`config.mk`:
```
export PLATFORM = sky130hd
export DESIGN_NAME = timer_pair
export DESIGN_NICKNAME = d
export VERILOG_FILES = /design/src/logic/timer_pair_pkg.sv /design/src/logic/timer_step.sv /design/src/logic/timer_pair.sv
export SDC_FILE = /design/constraint.sdc
export NUM_CORES = 1
export LEC_CHECK = 0
export BUFFER_PORTS_ARGS = -buffer_cell sky130_fd_sc_hd__buf_2
export CORE_MARGIN = 5
export CORE_UTILIZATION = 53
export DETAILED_ROUTE_END_ITERATION = 10
export HOLD_SLACK_MARGIN = 0.03
export PLACE_DENSITY = 0.72
export SLEW_MARGIN = 10
export SYNTH_ARGS = -nofsm -noshare
export SYNTH_HDL_FRONTEND = slang
export SYNTH_SLANG_ARGS = --single-unit
```
`constraint.sdc`:
```
create_clock -name core_clk -period 2.4 [get_ports core_clk]
set_input_delay 0.36 -clock core_clk [delete_from_list [all_inputs] [get_ports core_clk]]
set_output_delay 0.36 -clock core_clk [all_outputs]
set_load 0.005 [all_outputs]
```
`src/logic/timer_pair_pkg.sv`:
```
/*
 * Shared constants for the timer pair and external edge interrupt block:
 * register offsets, field positions, write masks, reset values, mode codes
 * and the CPU clock divider count.
 * Assumes an 8-bit register port with byte-wide registers.
 */
package timer_pair_pkg;

    ////////////////////////////////////////////////////////////////////////
    // Register offsets.
    localparam logic [7:0] ADDR_TIMER_CONTROL_FLAGS = 8'h88;
    localparam logic [7:0] ADDR_TIMER_MODE = 8'h89;
    localparam logic [7:0] ADDR_TIMER_A_LOW_BYTE = 8'h8a;
    localparam logic [7:0] ADDR_TIMER_B_LOW_BYTE = 8'h8b;
    localparam logic [7:0] ADDR_TIMER_A_HIGH_BYTE = 8'h8c;
    localparam logic [7:0] ADDR_TIMER_B_HIGH_BYTE = 8'h8d;
    localparam logic [7:0] ADDR_EDGE_SELECT_CONTROL = 8'h8f;
    localparam logic [7:0] ADDR_INTERRUPT_ENABLE_ZERO = 8'ha8;

    ////////////////////////////////////////////////////////////////////////
    // Field positions in timer_control_flags.
    localparam int unsigned TCF_TIMER_B_OVERFLOW = 7;
    localparam int unsigned TCF_TIMER_B_RUN = 6;
    localparam int unsigned TCF_TIMER_A_OVERFLOW = 5;
    localparam int unsigned TCF_TIMER_A_RUN = 4;
    localparam int unsigned TCF_EXT_IRQ_REQUEST = 1;

    // Field positions in timer_mode.
    localparam int unsigned TMODE_TIMER_B_CLOCK = 6;
    localparam int unsigned TMODE_TIMER_B_MODE = 4;
    localparam int unsigned TMODE_TIMER_A_GATE_CONTROL = 3;
    localparam int unsigned TMODE_TIMER_A_CLOCK = 2;
    localparam int unsigned TMODE_TIMER_A_MODE = 0;

    // Field positions in interrupt_enable_zero.
    localparam int unsigned IEZ_GLOBAL_IRQ_ENABLE = 7;
    localparam int unsigned IEZ_TIMER_B_IRQ_ENABLE = 3;
    localparam int unsigned IEZ_TIMER_A_IRQ_ENABLE = 1;
    localparam int unsigned IEZ_EXT_IRQ_ENABLE = 0;

    ////////////////////////////////////////////////////////////////////////
    // Writable bits; every other bit reads as zero.
    localparam logic [7:0] TCF_WRITE_MASK = 8'hf2;
    localparam logic [7:0] TMODE_WRITE_MASK = 8'h7f;
    localparam logic [7:0] IEZ_WRITE_MASK = 8'h8b;
    localparam logic [7:0] EDGE_WRITE_MASK = 8'h03;

    // Reset values.
    localparam logic [7:0] BYTE_RESET = 8'h00;
    localparam logic [1:0] EDGE_SELECT_RESET = 2'h2;

    // Edge select codes; code 00 selects no edge.
    localparam logic [1:0] EDGE_RISING = 2'h1;
    localparam logic [1:0] EDGE_FALLING = 2'h2;
    localparam logic [1:0] EDGE_BOTH = 2'h3;

    // The CPU timer clock is the core clock divided by twelve.
    localparam int unsigned CPU_CLOCK_DIVIDE = 12;
    localparam logic [3:0] CPU_DIVIDE_LAST = 4'(CPU_CLOCK_DIVIDE - 1);

    // Counting modes, in the order of their two-bit codes.
    typedef enum logic [1:0] {
        MODE_13BIT,
        MODE_16BIT,
        MODE_8BIT_RELOAD,
        MODE_SPLIT
    } timer_mode_t;

endpackage : timer_pair_pkg

```
`src/logic/timer_step.sv`:
```
/*
 * One counting step of a timer: from the present high and low bytes and a
 * count tick it gives the next bytes and an overflow pulse.
 * Assumes the caller gates the tick with run and gate conditions.
 */
`timescale 1ns/1ps
`default_nettype none

module timer_step
    import timer_pair_pkg::*;
(
    input wire timer_mode_t mode,
    input wire logic tick,
    input wire logic [7:0] hi,
    input wire logic [7:0] lo,
    output logic [7:0] next_hi,
    output logic [7:0] next_lo,
    output logic overflow
);

    always_comb begin
        next_hi = hi;
        next_lo = lo;
        overflow = 1'b0;
        if (tick) begin
            case (mode)
                MODE_13BIT: begin
                    next_lo = {lo[7:5], lo[4:0] + 5'h01};
                    if (lo[4:0] == 5'h1f) begin
                        next_hi = hi + 8'h01;
                        overflow = (hi == 8'hff);
                    end
                end
                MODE_16BIT: begin
                    {next_hi, next_lo} = {hi, lo} + 16'h0001;
                    overflow = ({hi, lo} == 16'hffff);
                end
                MODE_8BIT_RELOAD: begin
                    if (lo == 8'hff) begin
                        next_lo = hi;
                        overflow = 1'b1;
                    end else begin
                        next_lo = lo + 8'h01;
                    end
                end
                MODE_SPLIT: begin
                    next_lo = lo + 8'h01;
                    overflow = (lo == 8'hff);
                end
                default: begin
                    next_lo = lo;
                end
            endcase
        end
    end

endmodule : timer_step

`default_nettype wire

```
`src/logic/timer_pair.sv`:
```
/*
 * Two up-counting timers and one edge-triggered external interrupt with its
 * enable, flag and edge-select registers, reached over a plain register port.
 * Assumes a CPU interrupt controller on core_clk that takes the request
 * outputs and answers with one-cycle acknowledge pulses when it enters a
 * service routine; the pin and oscillator inputs are asynchronous.
 */
// Function
// - Edge select resets to falling; 01 rising, 10 falling, 11 both, 00 none.
// - Interrupt enable bit 0 gates the external request; resets to 0.
// - Interrupt enable bit 7 is a global enable for all requests; resets 0.
// - Control register bit 1 is the read/write external request flag.
// - With both enables set, a selected edge sets the external request flag.
// - The external flag clears by hardware as its service routine starts.
// - Timer A has four modes, timer B modes zero to two.
// - Each timer overflow request is gated by its own enable.
// - Clock is CPU or oscillator; gate control lets the pin pause counting.
// - Mode 0 counts 13 bits and flags the wrap from ff1f to 0000.
// - With enable clear firmware owns the flag; set, the controller clears it.
// - Mode 1 counts 16 bits and flags the wrap from ffff to 0000.
// - Mode 2 wrap flags overflow and reloads low byte from high byte.
// - Split mode low byte runs on timer A run bit and flag.
// - Split mode high byte counts at CPU clock over twelve, ungated.
// - In split mode the pin gate pauses only the low byte.
// - Split mode high byte runs on timer B run bit, sets its flag.
// - In split mode timer B counts but raises no overflow.
// - Mode field: 00 13-bit, 01 16-bit, 10 reload; 11 reserved for B.
`timescale 1ns/1ps
`default_nettype none

module timer_pair
    import timer_pair_pkg::*;
(
    input wire logic core_clk,
    input wire logic arst_n,
    input wire logic [7:0] addr,
    input wire logic [7:0] wdata,
    input wire logic wr,
    input wire logic rd,
    input wire logic ext_irq_pin,
    input wire logic osc_clk,
    input wire logic ack_ext,
    input wire logic ack_timer_a,
    input wire logic ack_timer_b,
    output logic [7:0] rdata,
    output logic irq_ext,
    output logic irq_timer_a,
    output logic irq_timer_b
);

    ////////////////////////////////////////////////////////////////////////
    // State.
    typedef struct packed {
        logic [7:0] control_flags;
        logic [7:0] timer_mode;
        logic [7:0] irq_enable;
        logic [1:0] edge_select;
        logic [7:0] timer_a_high_byte;
        logic [7:0] timer_a_low_byte;
        logic [7:0] timer_b_high_byte;
        logic [7:0] timer_b_low_byte;
        logic [3:0] cpu_divide;
        logic pin_s1;
        logic pin_s2;
        logic pin_s3;
        logic osc_s1;
        logic osc_s2;
        logic osc_s3;
        logic [7:0] rdata;
        logic irq_ext;
        logic irq_timer_a;
        logic irq_timer_b;
    } state_t;

    localparam state_t RESET_STATE = '{
        control_flags: BYTE_RESET,
        timer_mode: BYTE_RESET,
        irq_enable: BYTE_RESET,
        edge_select: EDGE_SELECT_RESET,
        timer_a_high_byte: BYTE_RESET,
        timer_a_low_byte: BYTE_RESET,
        timer_b_high_byte: BYTE_RESET,
        timer_b_low_byte: BYTE_RESET,
        cpu_divide: 4'h0,
        pin_s1: 1'b1,
        pin_s2: 1'b1,
        pin_s3: 1'b1,
        osc_s1: 1'b0,
        osc_s2: 1'b0,
        osc_s3: 1'b0,
        rdata: BYTE_RESET,
        irq_ext: 1'b0,
        irq_timer_a: 1'b0,
        irq_timer_b: 1'b0
    };

    state_t cur;
    state_t next_cur;

    ////////////////////////////////////////////////////////////////////////
    // Register read decode.
    function automatic logic [7:0] read_value(input state_t s, input logic [7:0] a);
        logic [7:0] v;
        v = 8'h00;
        case (a)
            ADDR_TIMER_CONTROL_FLAGS: v = s.control_flags & TCF_WRITE_MASK;
            ADDR_TIMER_MODE: v = s.timer_mode & TMODE_WRITE_MASK;
            ADDR_TIMER_A_LOW_BYTE: v = s.timer_a_low_byte;
            ADDR_TIMER_B_LOW_BYTE: v = s.timer_b_low_byte;
            ADDR_TIMER_A_HIGH_BYTE: v = s.timer_a_high_byte;
            ADDR_TIMER_B_HIGH_BYTE: v = s.timer_b_high_byte;
            ADDR_EDGE_SELECT_CONTROL: v = {6'h00, s.edge_select};
            ADDR_INTERRUPT_ENABLE_ZERO: v = s.irq_enable & IEZ_WRITE_MASK;
            default: v = 8'h00;
        endcase
        return v;
    endfunction : read_value

    ////////////////////////////////////////////////////////////////////////
    // Tick and gate terms.
    timer_mode_t timer_a_mode;
    timer_mode_t timer_b_mode;
    logic split;
    logic cpu_tick;
    logic osc_tick;
    logic gate_open;
    logic timer_a_tick;
    logic timer_b_tick;
    logic split_high_tick;
    logic edge_hit;
    logic [1:0] step_tick;
    timer_mode_t step_mode [2];
    logic [7:0] step_hi_in [2];
    logic [7:0] step_lo_in [2];
    logic [7:0] step_hi [2];
    logic [7:0] step_lo [2];
    logic [1:0] step_ovf;

    // Mode fields.
    assign timer_a_mode = timer_mode_t'(cur.timer_mode[TMODE_TIMER_A_MODE +: 2]);
    assign timer_b_mode = timer_mode_t'(cur.timer_mode[TMODE_TIMER_B_MODE +: 2]);
    assign split = (timer_a_mode == MODE_SPLIT);
    assign cpu_tick = (cur.cpu_divide == CPU_DIVIDE_LAST);
    assign osc_tick = cur.osc_s2 & ~cur.osc_s3;

    // Gate: with gate control set, a low pin pauses timer A.
    assign gate_open = ~cur.timer_mode[TMODE_TIMER_A_GATE_CONTROL] | cur.pin_s2;

    // Timer A counts on its run bit and chosen clock.
    assign timer_a_tick = cur.control_flags[TCF_TIMER_A_RUN] & gate_open
        & (cur.timer_mode[TMODE_TIMER_A_CLOCK] ? osc_tick : cpu_tick);

    // Timer B: run bit outside split, free-running in split; code 11 holds it.
    assign timer_b_tick = (cur.timer_mode[TMODE_TIMER_B_CLOCK] ? osc_tick : cpu_tick)
        & (split | cur.control_flags[TCF_TIMER_B_RUN])
        & (timer_b_mode != MODE_SPLIT);

    // Split high byte: CPU clock over twelve, timer B run bit, no gate.
    assign split_high_tick = split & cur.control_flags[TCF_TIMER_B_RUN] & cpu_tick;

    // Edge detection on successive synchronised samples.
    always_comb begin
        case (cur.edge_select)
            EDGE_RISING: edge_hit = cur.pin_s2 & ~cur.pin_s3;
            EDGE_FALLING: edge_hit = ~cur.pin_s2 & cur.pin_s3;
            EDGE_BOTH: edge_hit = cur.pin_s2 ^ cur.pin_s3;
            default: edge_hit = 1'b0;
        endcase
    end

    assign step_tick = {timer_b_tick, timer_a_tick};
    assign step_mode[0] = timer_a_mode;
    assign step_mode[1] = timer_b_mode;
    assign step_hi_in[0] = cur.timer_a_high_byte;
    assign step_hi_in[1] = cur.timer_b_high_byte;
    assign step_lo_in[0] = cur.timer_a_low_byte;
    assign step_lo_in[1] = cur.timer_b_low_byte;

    genvar gi;
    generate
        for (gi = 0; gi < 2; gi++) begin : g_timer
            timer_step u_step (
                .mode(step_mode[gi]),
                .tick(step_tick[gi]),
                .hi(step_hi_in[gi]),
                .lo(step_lo_in[gi]),
                .next_hi(step_hi[gi]),
                .next_lo(step_lo[gi]),
                .overflow(step_ovf[gi])
            );
        end
    endgenerate

    ////////////////////////////////////////////////////////////////////////
    // Next state.
    always_comb begin
        logic set_a;
        logic set_b;
        logic set_ext;
        logic split_high_ovf;
        set_a = 1'b0;
        set_b = 1'b0;
        set_ext = 1'b0;
        split_high_ovf = 1'b0;
        next_cur = cur;

        // Synchronisers.
        next_cur.pin_s1 = ext_irq_pin;
        next_cur.pin_s2 = cur.pin_s1;
        next_cur.pin_s3 = cur.pin_s2;
        next_cur.osc_s1 = osc_clk;
        next_cur.osc_s2 = cur.osc_s1;
        next_cur.osc_s3 = cur.osc_s2;

        next_cur.cpu_divide = cpu_tick ? 4'h0 : cur.cpu_divide + 4'h1;

        // Counters.
        next_cur.timer_a_high_byte = step_hi[0];
        next_cur.timer_a_low_byte = step_lo[0];
        next_cur.timer_b_high_byte = step_hi[1];
        next_cur.timer_b_low_byte = step_lo[1];
        if (split_high_tick) begin
            next_cur.timer_a_high_byte = cur.timer_a_high_byte + 8'h01;
            split_high_ovf = (cur.timer_a_high_byte == 8'hff);
        end

        // Overflow and edge events.
        set_a = step_ovf[0];
        set_b = split ? split_high_ovf : step_ovf[1];
        set_ext = edge_hit & cur.irq_enable[IEZ_EXT_IRQ_ENABLE]
            & cur.irq_enable[IEZ_GLOBAL_IRQ_ENABLE];

        // Set wins over acknowledge; acknowledge clears timer flags only when enabled, the external flag always.
        if (set_a) begin
            next_cur.control_flags[TCF_TIMER_A_OVERFLOW] = 1'b1;
        end else if (ack_timer_a & cur.irq_enable[IEZ_TIMER_A_IRQ_ENABLE]) begin
            next_cur.control_flags[TCF_TIMER_A_OVERFLOW] = 1'b0;
        end
        if (set_b) begin
            next_cur.control_flags[TCF_TIMER_B_OVERFLOW] = 1'b1;
        end else if (ack_timer_b & cur.irq_enable[IEZ_TIMER_B_IRQ_ENABLE]) begin
            next_cur.control_flags[TCF_TIMER_B_OVERFLOW] = 1'b0;
        end
        if (set_ext) begin
            next_cur.control_flags[TCF_EXT_IRQ_REQUEST] = 1'b1;
        end else if (ack_ext) begin
            next_cur.control_flags[TCF_EXT_IRQ_REQUEST] = 1'b0;
        end

        // Firmware writes override hardware updates.
        if (wr) begin
            case (addr)
                ADDR_TIMER_CONTROL_FLAGS: next_cur.control_flags = wdata & TCF_WRITE_MASK;
                ADDR_TIMER_MODE: next_cur.timer_mode = wdata & TMODE_WRITE_MASK;
                ADDR_TIMER_A_LOW_BYTE: next_cur.timer_a_low_byte = wdata;
                ADDR_TIMER_B_LOW_BYTE: next_cur.timer_b_low_byte = wdata;
                ADDR_TIMER_A_HIGH_BYTE: next_cur.timer_a_high_byte = wdata;
                ADDR_TIMER_B_HIGH_BYTE: next_cur.timer_b_high_byte = wdata;
                ADDR_EDGE_SELECT_CONTROL: next_cur.edge_select = wdata[1:0];
                ADDR_INTERRUPT_ENABLE_ZERO: next_cur.irq_enable = wdata & IEZ_WRITE_MASK;
                default: next_cur.rdata = next_cur.rdata;
            endcase
        end

        // Read data stand one cycle only.
        next_cur.rdata = rd ? read_value(cur, addr) : 8'h00;

        // Requests to the controller follow the flags and enables.
        next_cur.irq_ext = next_cur.irq_enable[IEZ_GLOBAL_IRQ_ENABLE]
            & next_cur.irq_enable[IEZ_EXT_IRQ_ENABLE]
            & next_cur.control_flags[TCF_EXT_IRQ_REQUEST];
        next_cur.irq_timer_a = next_cur.irq_enable[IEZ_GLOBAL_IRQ_ENABLE]
            & next_cur.irq_enable[IEZ_TIMER_A_IRQ_ENABLE]
            & next_cur.control_flags[TCF_TIMER_A_OVERFLOW];
        next_cur.irq_timer_b = next_cur.irq_enable[IEZ_GLOBAL_IRQ_ENABLE]
            & next_cur.irq_enable[IEZ_TIMER_B_IRQ_ENABLE]
            & next_cur.control_flags[TCF_TIMER_B_OVERFLOW];
    end

    ////////////////////////////////////////////////////////////////////////
    // State register.
    always_ff @(posedge core_clk or negedge arst_n) begin
        if (!arst_n) begin
            cur <= RESET_STATE;
        end else begin
            cur <= next_cur;
        end
    end

    assign rdata = cur.rdata;
    assign irq_ext = cur.irq_ext;
    assign irq_timer_a = cur.irq_timer_a;
    assign irq_timer_b = cur.irq_timer_b;

endmodule : timer_pair

`default_nettype wire

```
==> Word level (Yosys, flattened, before mapping) <==
Cells that the tools add are included.
{ "totals": {"regBits": 71, "latch_bits": 0, "ramBits": 0, "mem_bits_ro": 0, "inputBits": 25, "output_inout_bits": 11, "elab_cells": 131, "n_memories": 0} }
{ "classes": {"n_addsub": 9, "n_mul": 0, "div_mod_pow": 0, "n_lt_le_gt_ge": 0, "n_eq_ne": 27, "n_shift": 0, "n_mux": 44, "bitwise_logic": 26, "reduce_logical": 5} }
{ "ops": {"columns": ["cell", "n"], "rows": [
  ["$mux W8", 16],
  ["$eq A8 B8 Y1 const B", 12],
  ["$pmux W8 S4", 2],
  ["$pmux W8 S8", 1],
  ["$mux W58", 1],
  ["$add A16 B1 Y16 const B", 2],
  ["$add A8 B1 Y8 const B", 4],
  ["$eq A16 B16 Y1 const B", 2],
  ["$pmux W8 S2", 2],
  ["$and A1 B1 Y1", 19],
  ["$mux W1", 16],
  ["$eq A2 B2 Y1 const B", 6],
  ["$add A5 B1 Y5 const B", 2],
  ["$eq A5 B5 Y1 const B", 2],
  ["$pmux W1 S4", 2],
  ["$mux W7", 1],
  ["$eq A2 B1 Y1 const B", 3],
  ["$reduce_and A2 Y1", 3],
  ["$add A4 B1 Y4 const B", 1],
  ["$eq A4 B4 Y1 const B", 1],
  ["$logic_not A2 Y1", 2],
  ["$mux W4", 1],
  ["$not A1 Y1", 4],
  ["$pmux W1 S3", 1],
  ["4 further kinds", 5]
]} }

==> Longest topological paths before layout <==
Gate-level depths: netlist of the first run.
{ "depth": {"word_depth": 12, "mapped_depth": 9, "ltp_nobuf": 9} }

==> Cells and area by module <==
From an unflattened synthesis of the first run, not the netlist that was laid out.
{ "hier_totals": {"cells_unflattened": 509, "area_unflattened_um2": 4849.7} }
{ "modules_own_cells": {"columns": ["mod", "n_inst", "cells_each", "area_per_inst_um2"], "rows": [
  ["timer_pair", 1, 319, 3613.5],
  ["timer_step", 2, 95, 618.1]
]} }

==> Worst setup path before layout of the first run <==
No wires, ideal clock.
{ "synth_path": {"path_kind": "reg-to-reg", "from": "register cur[37] in the netlist's numbering", "to": "register cur[50] in the netlist's numbering", "setup_ps": 125, "t_arrival_ps": 1887, "path_slack_ps": 387, "stages_incl_launch_ff": 10, "synth_period_minus_slack_ps": 2013, "path_cell_list": "dfrtp_1 ha_1 nand3_1 inv_1 ha_1 nor2b_1 o21bai_1 o221ai_1 xnor2_1 mux2_4"} }
{ "synth_rtl": {"columns": ["item", "line_no", "text"], "rows": [
  ["start: declaration", "timer_pair.sv:97", "state_t cur;"],
  ["start signal: assignment", "timer_pair.sv:286", "cur <= next_cur;"]
]} }

==> results.json, run 1 <==
{
  "wl_per_cell_um": 21.88,
  "grt_overflow": 0,
  "fin_crit_sh_pct": 93.29,
  "final_util_pct": 60.50,
  "p_comb_share_pct": 21.9,
  "synth_area_um2": 4727,
  "async_flop_share_pct": 100.0,
  "cts_buffer_depth": 2,
  "worst_ep_required_time_ns": 2.70,
  "place.gp.congestion": 0.9973,
  "startpoint_type": "register",
  "pwr-share-clk_pct": 31.7,
  "worst_slack_ns": 0.1611,
  "yosysWarnings": 0,
  "switching_power_mw": 1.117,
  "track_usage_pct": 27.22,
  "p_sw_share_pct": 36.09,
  "peakVddDrop_mv": 0.2655,
  "antenna_found_initial": 0,
  "dr.pass1.iters": 5,
  "relSlewSlack_pct": 35.50,
  "total_power_mw": 3.095,
  "ys_seq_area_share_pct": 37.69,
  "pwr-share-seq_pct": 46.4,
  "end_kind": "register",
  "grt_pass1_wl_um": 23530,
  "max_freq_mhz": 446.6,
  "holdWs_ns": 0.07353,
  "path_clk_slew_ns": 0.10,
  "min_period_ns": 2.239,
  "path_buf_inv": 1,
  "layout-drive-gt1-share_pct": 20.29,
  "numCtsBuffers": 9,
  "cts-root-buf": "clkbuf_8",
  "insertion_delay_ns": 0.38,
  "synth-main-ff-cell": "dfrtp_1",
  "hold_viol": 0,
  "stdcell_count": 665,
  "holdCritPathClass": "primary input to register",
  "fillerInstances": 740,
  "slew_violations": 0,
  "ys_ff_latch": 71,
  "die_w_um": 104.4,
  "cts_resized": 0,
  "fin_tns_setup_ns": 0,
  "hold_buffers": 0,
  "setup_viol": 0,
  "rsz0062_at_grt": "no",
  "die_h_um": 104.4,
  "cts_tree": "built",
  "grt_start_max_net_pins": 72,
  "outcome": "finished clean",
  "synthCells": 515,
  "cp_max_fo": 7,
  "vias": 4412,
  "syn_area_per_cell_um2": 9.179,
  "drcViolationCount": 0,
  "maxCapViolations": 0,
  "fin_area_um2": 5276,
  "finClkSkew_ns": 0.01302,
  "dpl_cell_area_um2": 5070,
  "synth_top_area_share_pct": 35.47,
  "ios": 36,
  "io_buffers": 35,
  "nNetsFinal": 586,
  "cts_max_level": 3,
  "area_delta_synth_final_pct": 11.62,
  "regArea_um2": 1782,
  "cpPeakStageDelay_ns": 0.44,
  "num_rows": 34,
  "postCtsSetupRepairBufs": 0,
  "synth_cell_type_count": 84,
  "cpMaxStageDelayCell": "dfrtp_1",
  "clock-sinks": 71,
  "multiInputGateArea_um2": 2720,
  "p_per_area_nw_per_um2": 586.6,
  "crit_chain": "ha_1 -> nand3_1 -> inv_1 -> ha_2 -> nor2b_2 -> a31o_2 -> a21oi_2 -> o21ai_0 -> a31oi_1",
  "synth_edf_count": 0,
  "die_area_um2": 10910,
  "grt_pass1_vias": 4273,
  "dp_cells": 649,
  "drt_iter0_markers": 370,
  "p_int_mw": 1.978,
  "synth_area_leaders": "dfrtp_1, nand2_1, mux2i_1",
  "wirelength_um": 14550,
  "antenna_cells": 0,
  "critical_path_arrival_ns": 2.54,
  "via_per_inst": 6.635,
  "ant_nets": 0,
  "yosysTopAreaCell": "dfrtp_1",
  "coreArea_um2": 8721,
  "syn-num-nets": 549,
  "leakage_nw": 2.131,
  "worstSetupPathType": "register to register",
  "worstMarginPinSlew_ns": 0.9592,
  "cp_top_family": "compound AO/OA/AOI/OAI gates",
  "dp_hpwl_um": 10650,
  "start_util_pct": 54.20,
  "dpl_worst_slack_ns": 0.1223
}
[power by group through the flow]
stage | Clock, mW | Combinational, mW | Sequential, mW
2_1_floorplan | 0 | 0.483 | 1.38
3_3_place_gp | 0 | 0.650 | 1.45
3_5_place_dp | 0 | 0.658 | 1.45
4_1_cts | 0.991 | 0.662 | 1.43
5_1_grt | 1.04 | 0.751 | 1.45
6_report | 0.980 | 0.678 | 1.44
[sequential cells by signal (all words and copies together), names as in the netlist]
signal	count
irq_timer_b	1
rdata	8
cur	60
irq_timer_a	1
irq_ext	1
[synthesized netlist by cell type (7+ instances only)]
library cell  count
xor2_1            8
a221oi_1          8
ha_1              9
and3_1            9
a21oi_1          26
clkbuf_1         14
a31oi_1          13
nand3_1          17
mux2_2            9
buf_2             9
mux2i_1          19
buf_4             8
nor3_1           16
o21ai_1          15
o21ai_0          12
inv_1            17
dfrtp_1          67
a22oi_1           7
nor2_1           33
nand2_1          52
[layout make-up]
cell class	count	share of cell area [%]
inverter	18	1.281
clock inverter	7	1.328
clock buffer	9	2.348
timing repair buffer	60	7.161
sequential	71	33.77
tap	108	2.561
multi-input combinational	392	51.55
[final timing paths]
kind	start	to	slack, ns	cells past startpoint
min in group asynchronous	arst_n	cur[17]	0.10	1
worst max-delay path	cur[37]	cur[51]	0.16	9
worst min-delay path	ext_irq_pin	cur[16]	0.07	1
max in group asynchronous	arst_n	cur[34]	1.71	1
worst max register to register	cur[37]	cur[51]	0.16	9
worst min register to register	cur[13]	cur[12]	0.36	0
[layer usage]
metal,vias to the layer above,part of all wire [%],GRT usage (%)
met2,231,43,39.10
met4,0,4.1,13.04
met5,-,0,0
met3,42,9.6,5.959
met1,2126,43,38.70
li1,2013,-,-
[cells in the final DEF (no fill, tap or decap), types with 11 or more instances in the layout]
master	n
nand3_1	17
buf_4	25
inv_1	17
nor3_1	16
mux2i_1	19
buf_2	34
a31oi_1	13
o21ai_1	16
a21oi_1	26
nor2_1	33
dfrtp_1	67
nand2_1	52
o21ai_0	11
[cells by family after synthesis]
logic type	share of synthesized area, %
DFF	37.69
adders and majority gates	2.382
buffers and inverters	5.029
AOI/OAI and AO/OA	22.21
and+or+nand+nor	22.18
xor gates and xnor gates	2.594
muxes	7.914
No activity file was read; power rests on OpenSTA's default activity.
==> run 2: changes to the inputs <==
Settings changed: CORE_MARGIN 5 to 1, CTS_BUF_LIST from default to sky130_fd_sc_hd__clkbuf_8, SETUP_SLACK_MARGIN from default to 0.4.
==> results.json, run 2 (synthesis results as in run 1) <==
{
  "outcome": "finished clean",
  "fin_tns_setup_ns": 0,
  "numCtsBuffers": 9,
  "largest_register_ffs": 60,
  "area_delta_synth_final_pct": 19.43,
  "via_per_inst": 6.920,
  "nNetsFinal": 598,
  "met1Wirelength_um": 6076,
  "clock-sinks": 71,
  "path_clk_slew_ns": 0.08,
  "worstMarginPinSlew_ns": 0.8875,
  "leakage_nw": 2.237,
  "io_buffers": 35,
  "rsz0062_at_grt": "yes",
  "grt_overflow": 0,
  "die_area_um2": 9301,
  "slew_violations": 0,
  "grt_pass1_wl_um": 23680,
  "cp_top_family": "compound AO/OA/AOI/OAI gates",
  "finClkSkew_ns": 0.009307,
  "antenna_cells": 0,
  "fillerInstances": 723,
  "maxCapViolations": 0,
  "wl_met3_um": 1761,
  "min_period_ns": 2.003,
  "cts_tree": "built",
  "cp_max_fo": 11,
  "p_per_area_nw_per_um2": 588.7,
  "path_buf_inv": 1,
  "fin_area_um2": 5645,
  "holdWs_ns": 0.1030,
  "regMostFlops": "cur",
  "die_w_um": 96.44,
  "hold_viol": 0,
  "multiInputGateArea_um2": 2975,
  "dpl_cell_area_um2": 5007,
  "start_util_pct": 54.47,
  "relSlewSlack_pct": 40.83,
  "max_freq_mhz": 499.3,
  "cts_max_level": 3,
  "crit_chain": "buf_4 -> o32ai_1 -> o2111ai_2 -> a31oi_1 -> a21boi_2",
  "dr.pass1.iters": 7,
  "grt_pass1_vias": 4345,
  "vias": 4685,
  "num_rows": 34,
  "dp_hpwl_um": 10330,
  "holdCritPathClass": "primary input to register",
  "peakVddDrop_mv": 0.3293,
  "setup_viol": 0,
  "layout-drive-gt1-share_pct": 27.24,
  "insertion_delay_ns": 0.35,
  "drcViolationCount": 0,
  "ant_nets": 0,
  "layout_common_cells": "dfrtp_1, nand2_1, buf_2, buf_4, nor2_1",
  "ios": 36,
  "coreArea_um2": 8678,
  "hold_buffers": 0,
  "critical_path_arrival_ns": 2.28,
  "wl_per_cell_um": 23.21,
  "cts-root-buf": "clkbuf_8",
  "drt_iter0_markers": 505,
  "final_common_cell": "dfrtp_1",
  "worstSetupPathType": "register to register",
  "wirelength_um": 15710,
  "startpoint_type": "register",
  "regArea_um2": 1785,
  "die_h_um": 96.44,
  "antenna_found_initial": 0,
  "cpMaxStageDelayCell": "dfrtp_1",
  "place.gp.congestion": 1.036,
  "end_kind": "register",
  "cts_buffer_depth": 2,
  "worst_ep_required_time_ns": 2.68,
  "wl_met2_um": 7046,
  "grt_start_max_net_pins": 72,
  "fin_crit_sh_pct": 83.45,
  "topRoutingLayerUsed": "met4",
  "cpPeakStageDelay_ns": 0.57,
  "track_usage_pct": 34.94
}
-- run 2: cell types whose count changed in the layout (fill, tap and decap cells not counted), moves of 4 or more --
cell,previous run,this run
nor3_2,3,7
ha_1,8,4
buf_4,25,34
inv_8,4,0
nor3_1,16,11
-- run 2: routing by layer --
layer	GRT usage, %	up-vias
met2	52.64	341
met3	6.808	78
met1	46.35	2224
li1	-	2042
met4	21.08	0
met5	0	-
-- run 2: final cells by class --
class                           count  share of cell area (%)
Clock buffer                       10                   2.438
Clock inverter                      6                   1.507
Inverter                           18                   1.197
Multi-Input combinational cell    393                   52.70
Sequential cell                    71                   31.63
Tap cell                          108                   2.394
Timing Repair Buffer               71                   8.134
-- run 2: worst paths after layout --
kind	depth (start not counted)	end	slack, ns	startpoint
min in group asynchronous	1	cur[62]	0.13	arst_n
setup reg to reg	5	irq_timer_b	0.40	cur[68]
hold reg to reg	0	cur[12]	0.35	cur[13]
max in group asynchronous	1	cur[67]	1.65	arst_n
setup / recovery	5	irq_timer_b	0.40	cur[68]
hold / removal	1	cur[16]	0.10	ext_irq_pin
-- run 2: repair_timing --
action,in CTS,in global routing
resized for setup,25,24
setup endpoints to repair,29,31
pin swaps,2,12
gates cloned,1,1
buffers inserted,5,12
-- run 2: metrics by stage --
step / std cells / utilization, % / total power, mW / worst slack (ns)
after global routing: 677 / 65.05 / 3.467 / 0.3328
final: 677 / 65.05 / 3.323 / 0.3971
after floorplan: 515 / - / 1.868 / 0.4065
after CTS: 664 / 62.54 / 3.235 / 0.3534
after detailed placement: 642 / 57.70 / 2.105 / 0.1673
after global placement: 642 / 57.70 / 2.081 / 0.2564
-- run 2: worst reg2reg max path, delay by kind of cell (launching register included) --
kind	cells	cell delay, ns
compound gates	4	1.07
buf+inv	1	0.28
flops	1	0.57
-- run 2: power by group --
part | internal (mW) | switching, mW | total (mW) | leakage [nW]
sequential | 1.29 | 0.162 | 1.45 | 0.832
combinational | 0.341 | 0.463 | 0.804 | 1.29
clock | 0.610 | 0.462 | 1.07 | 0.114
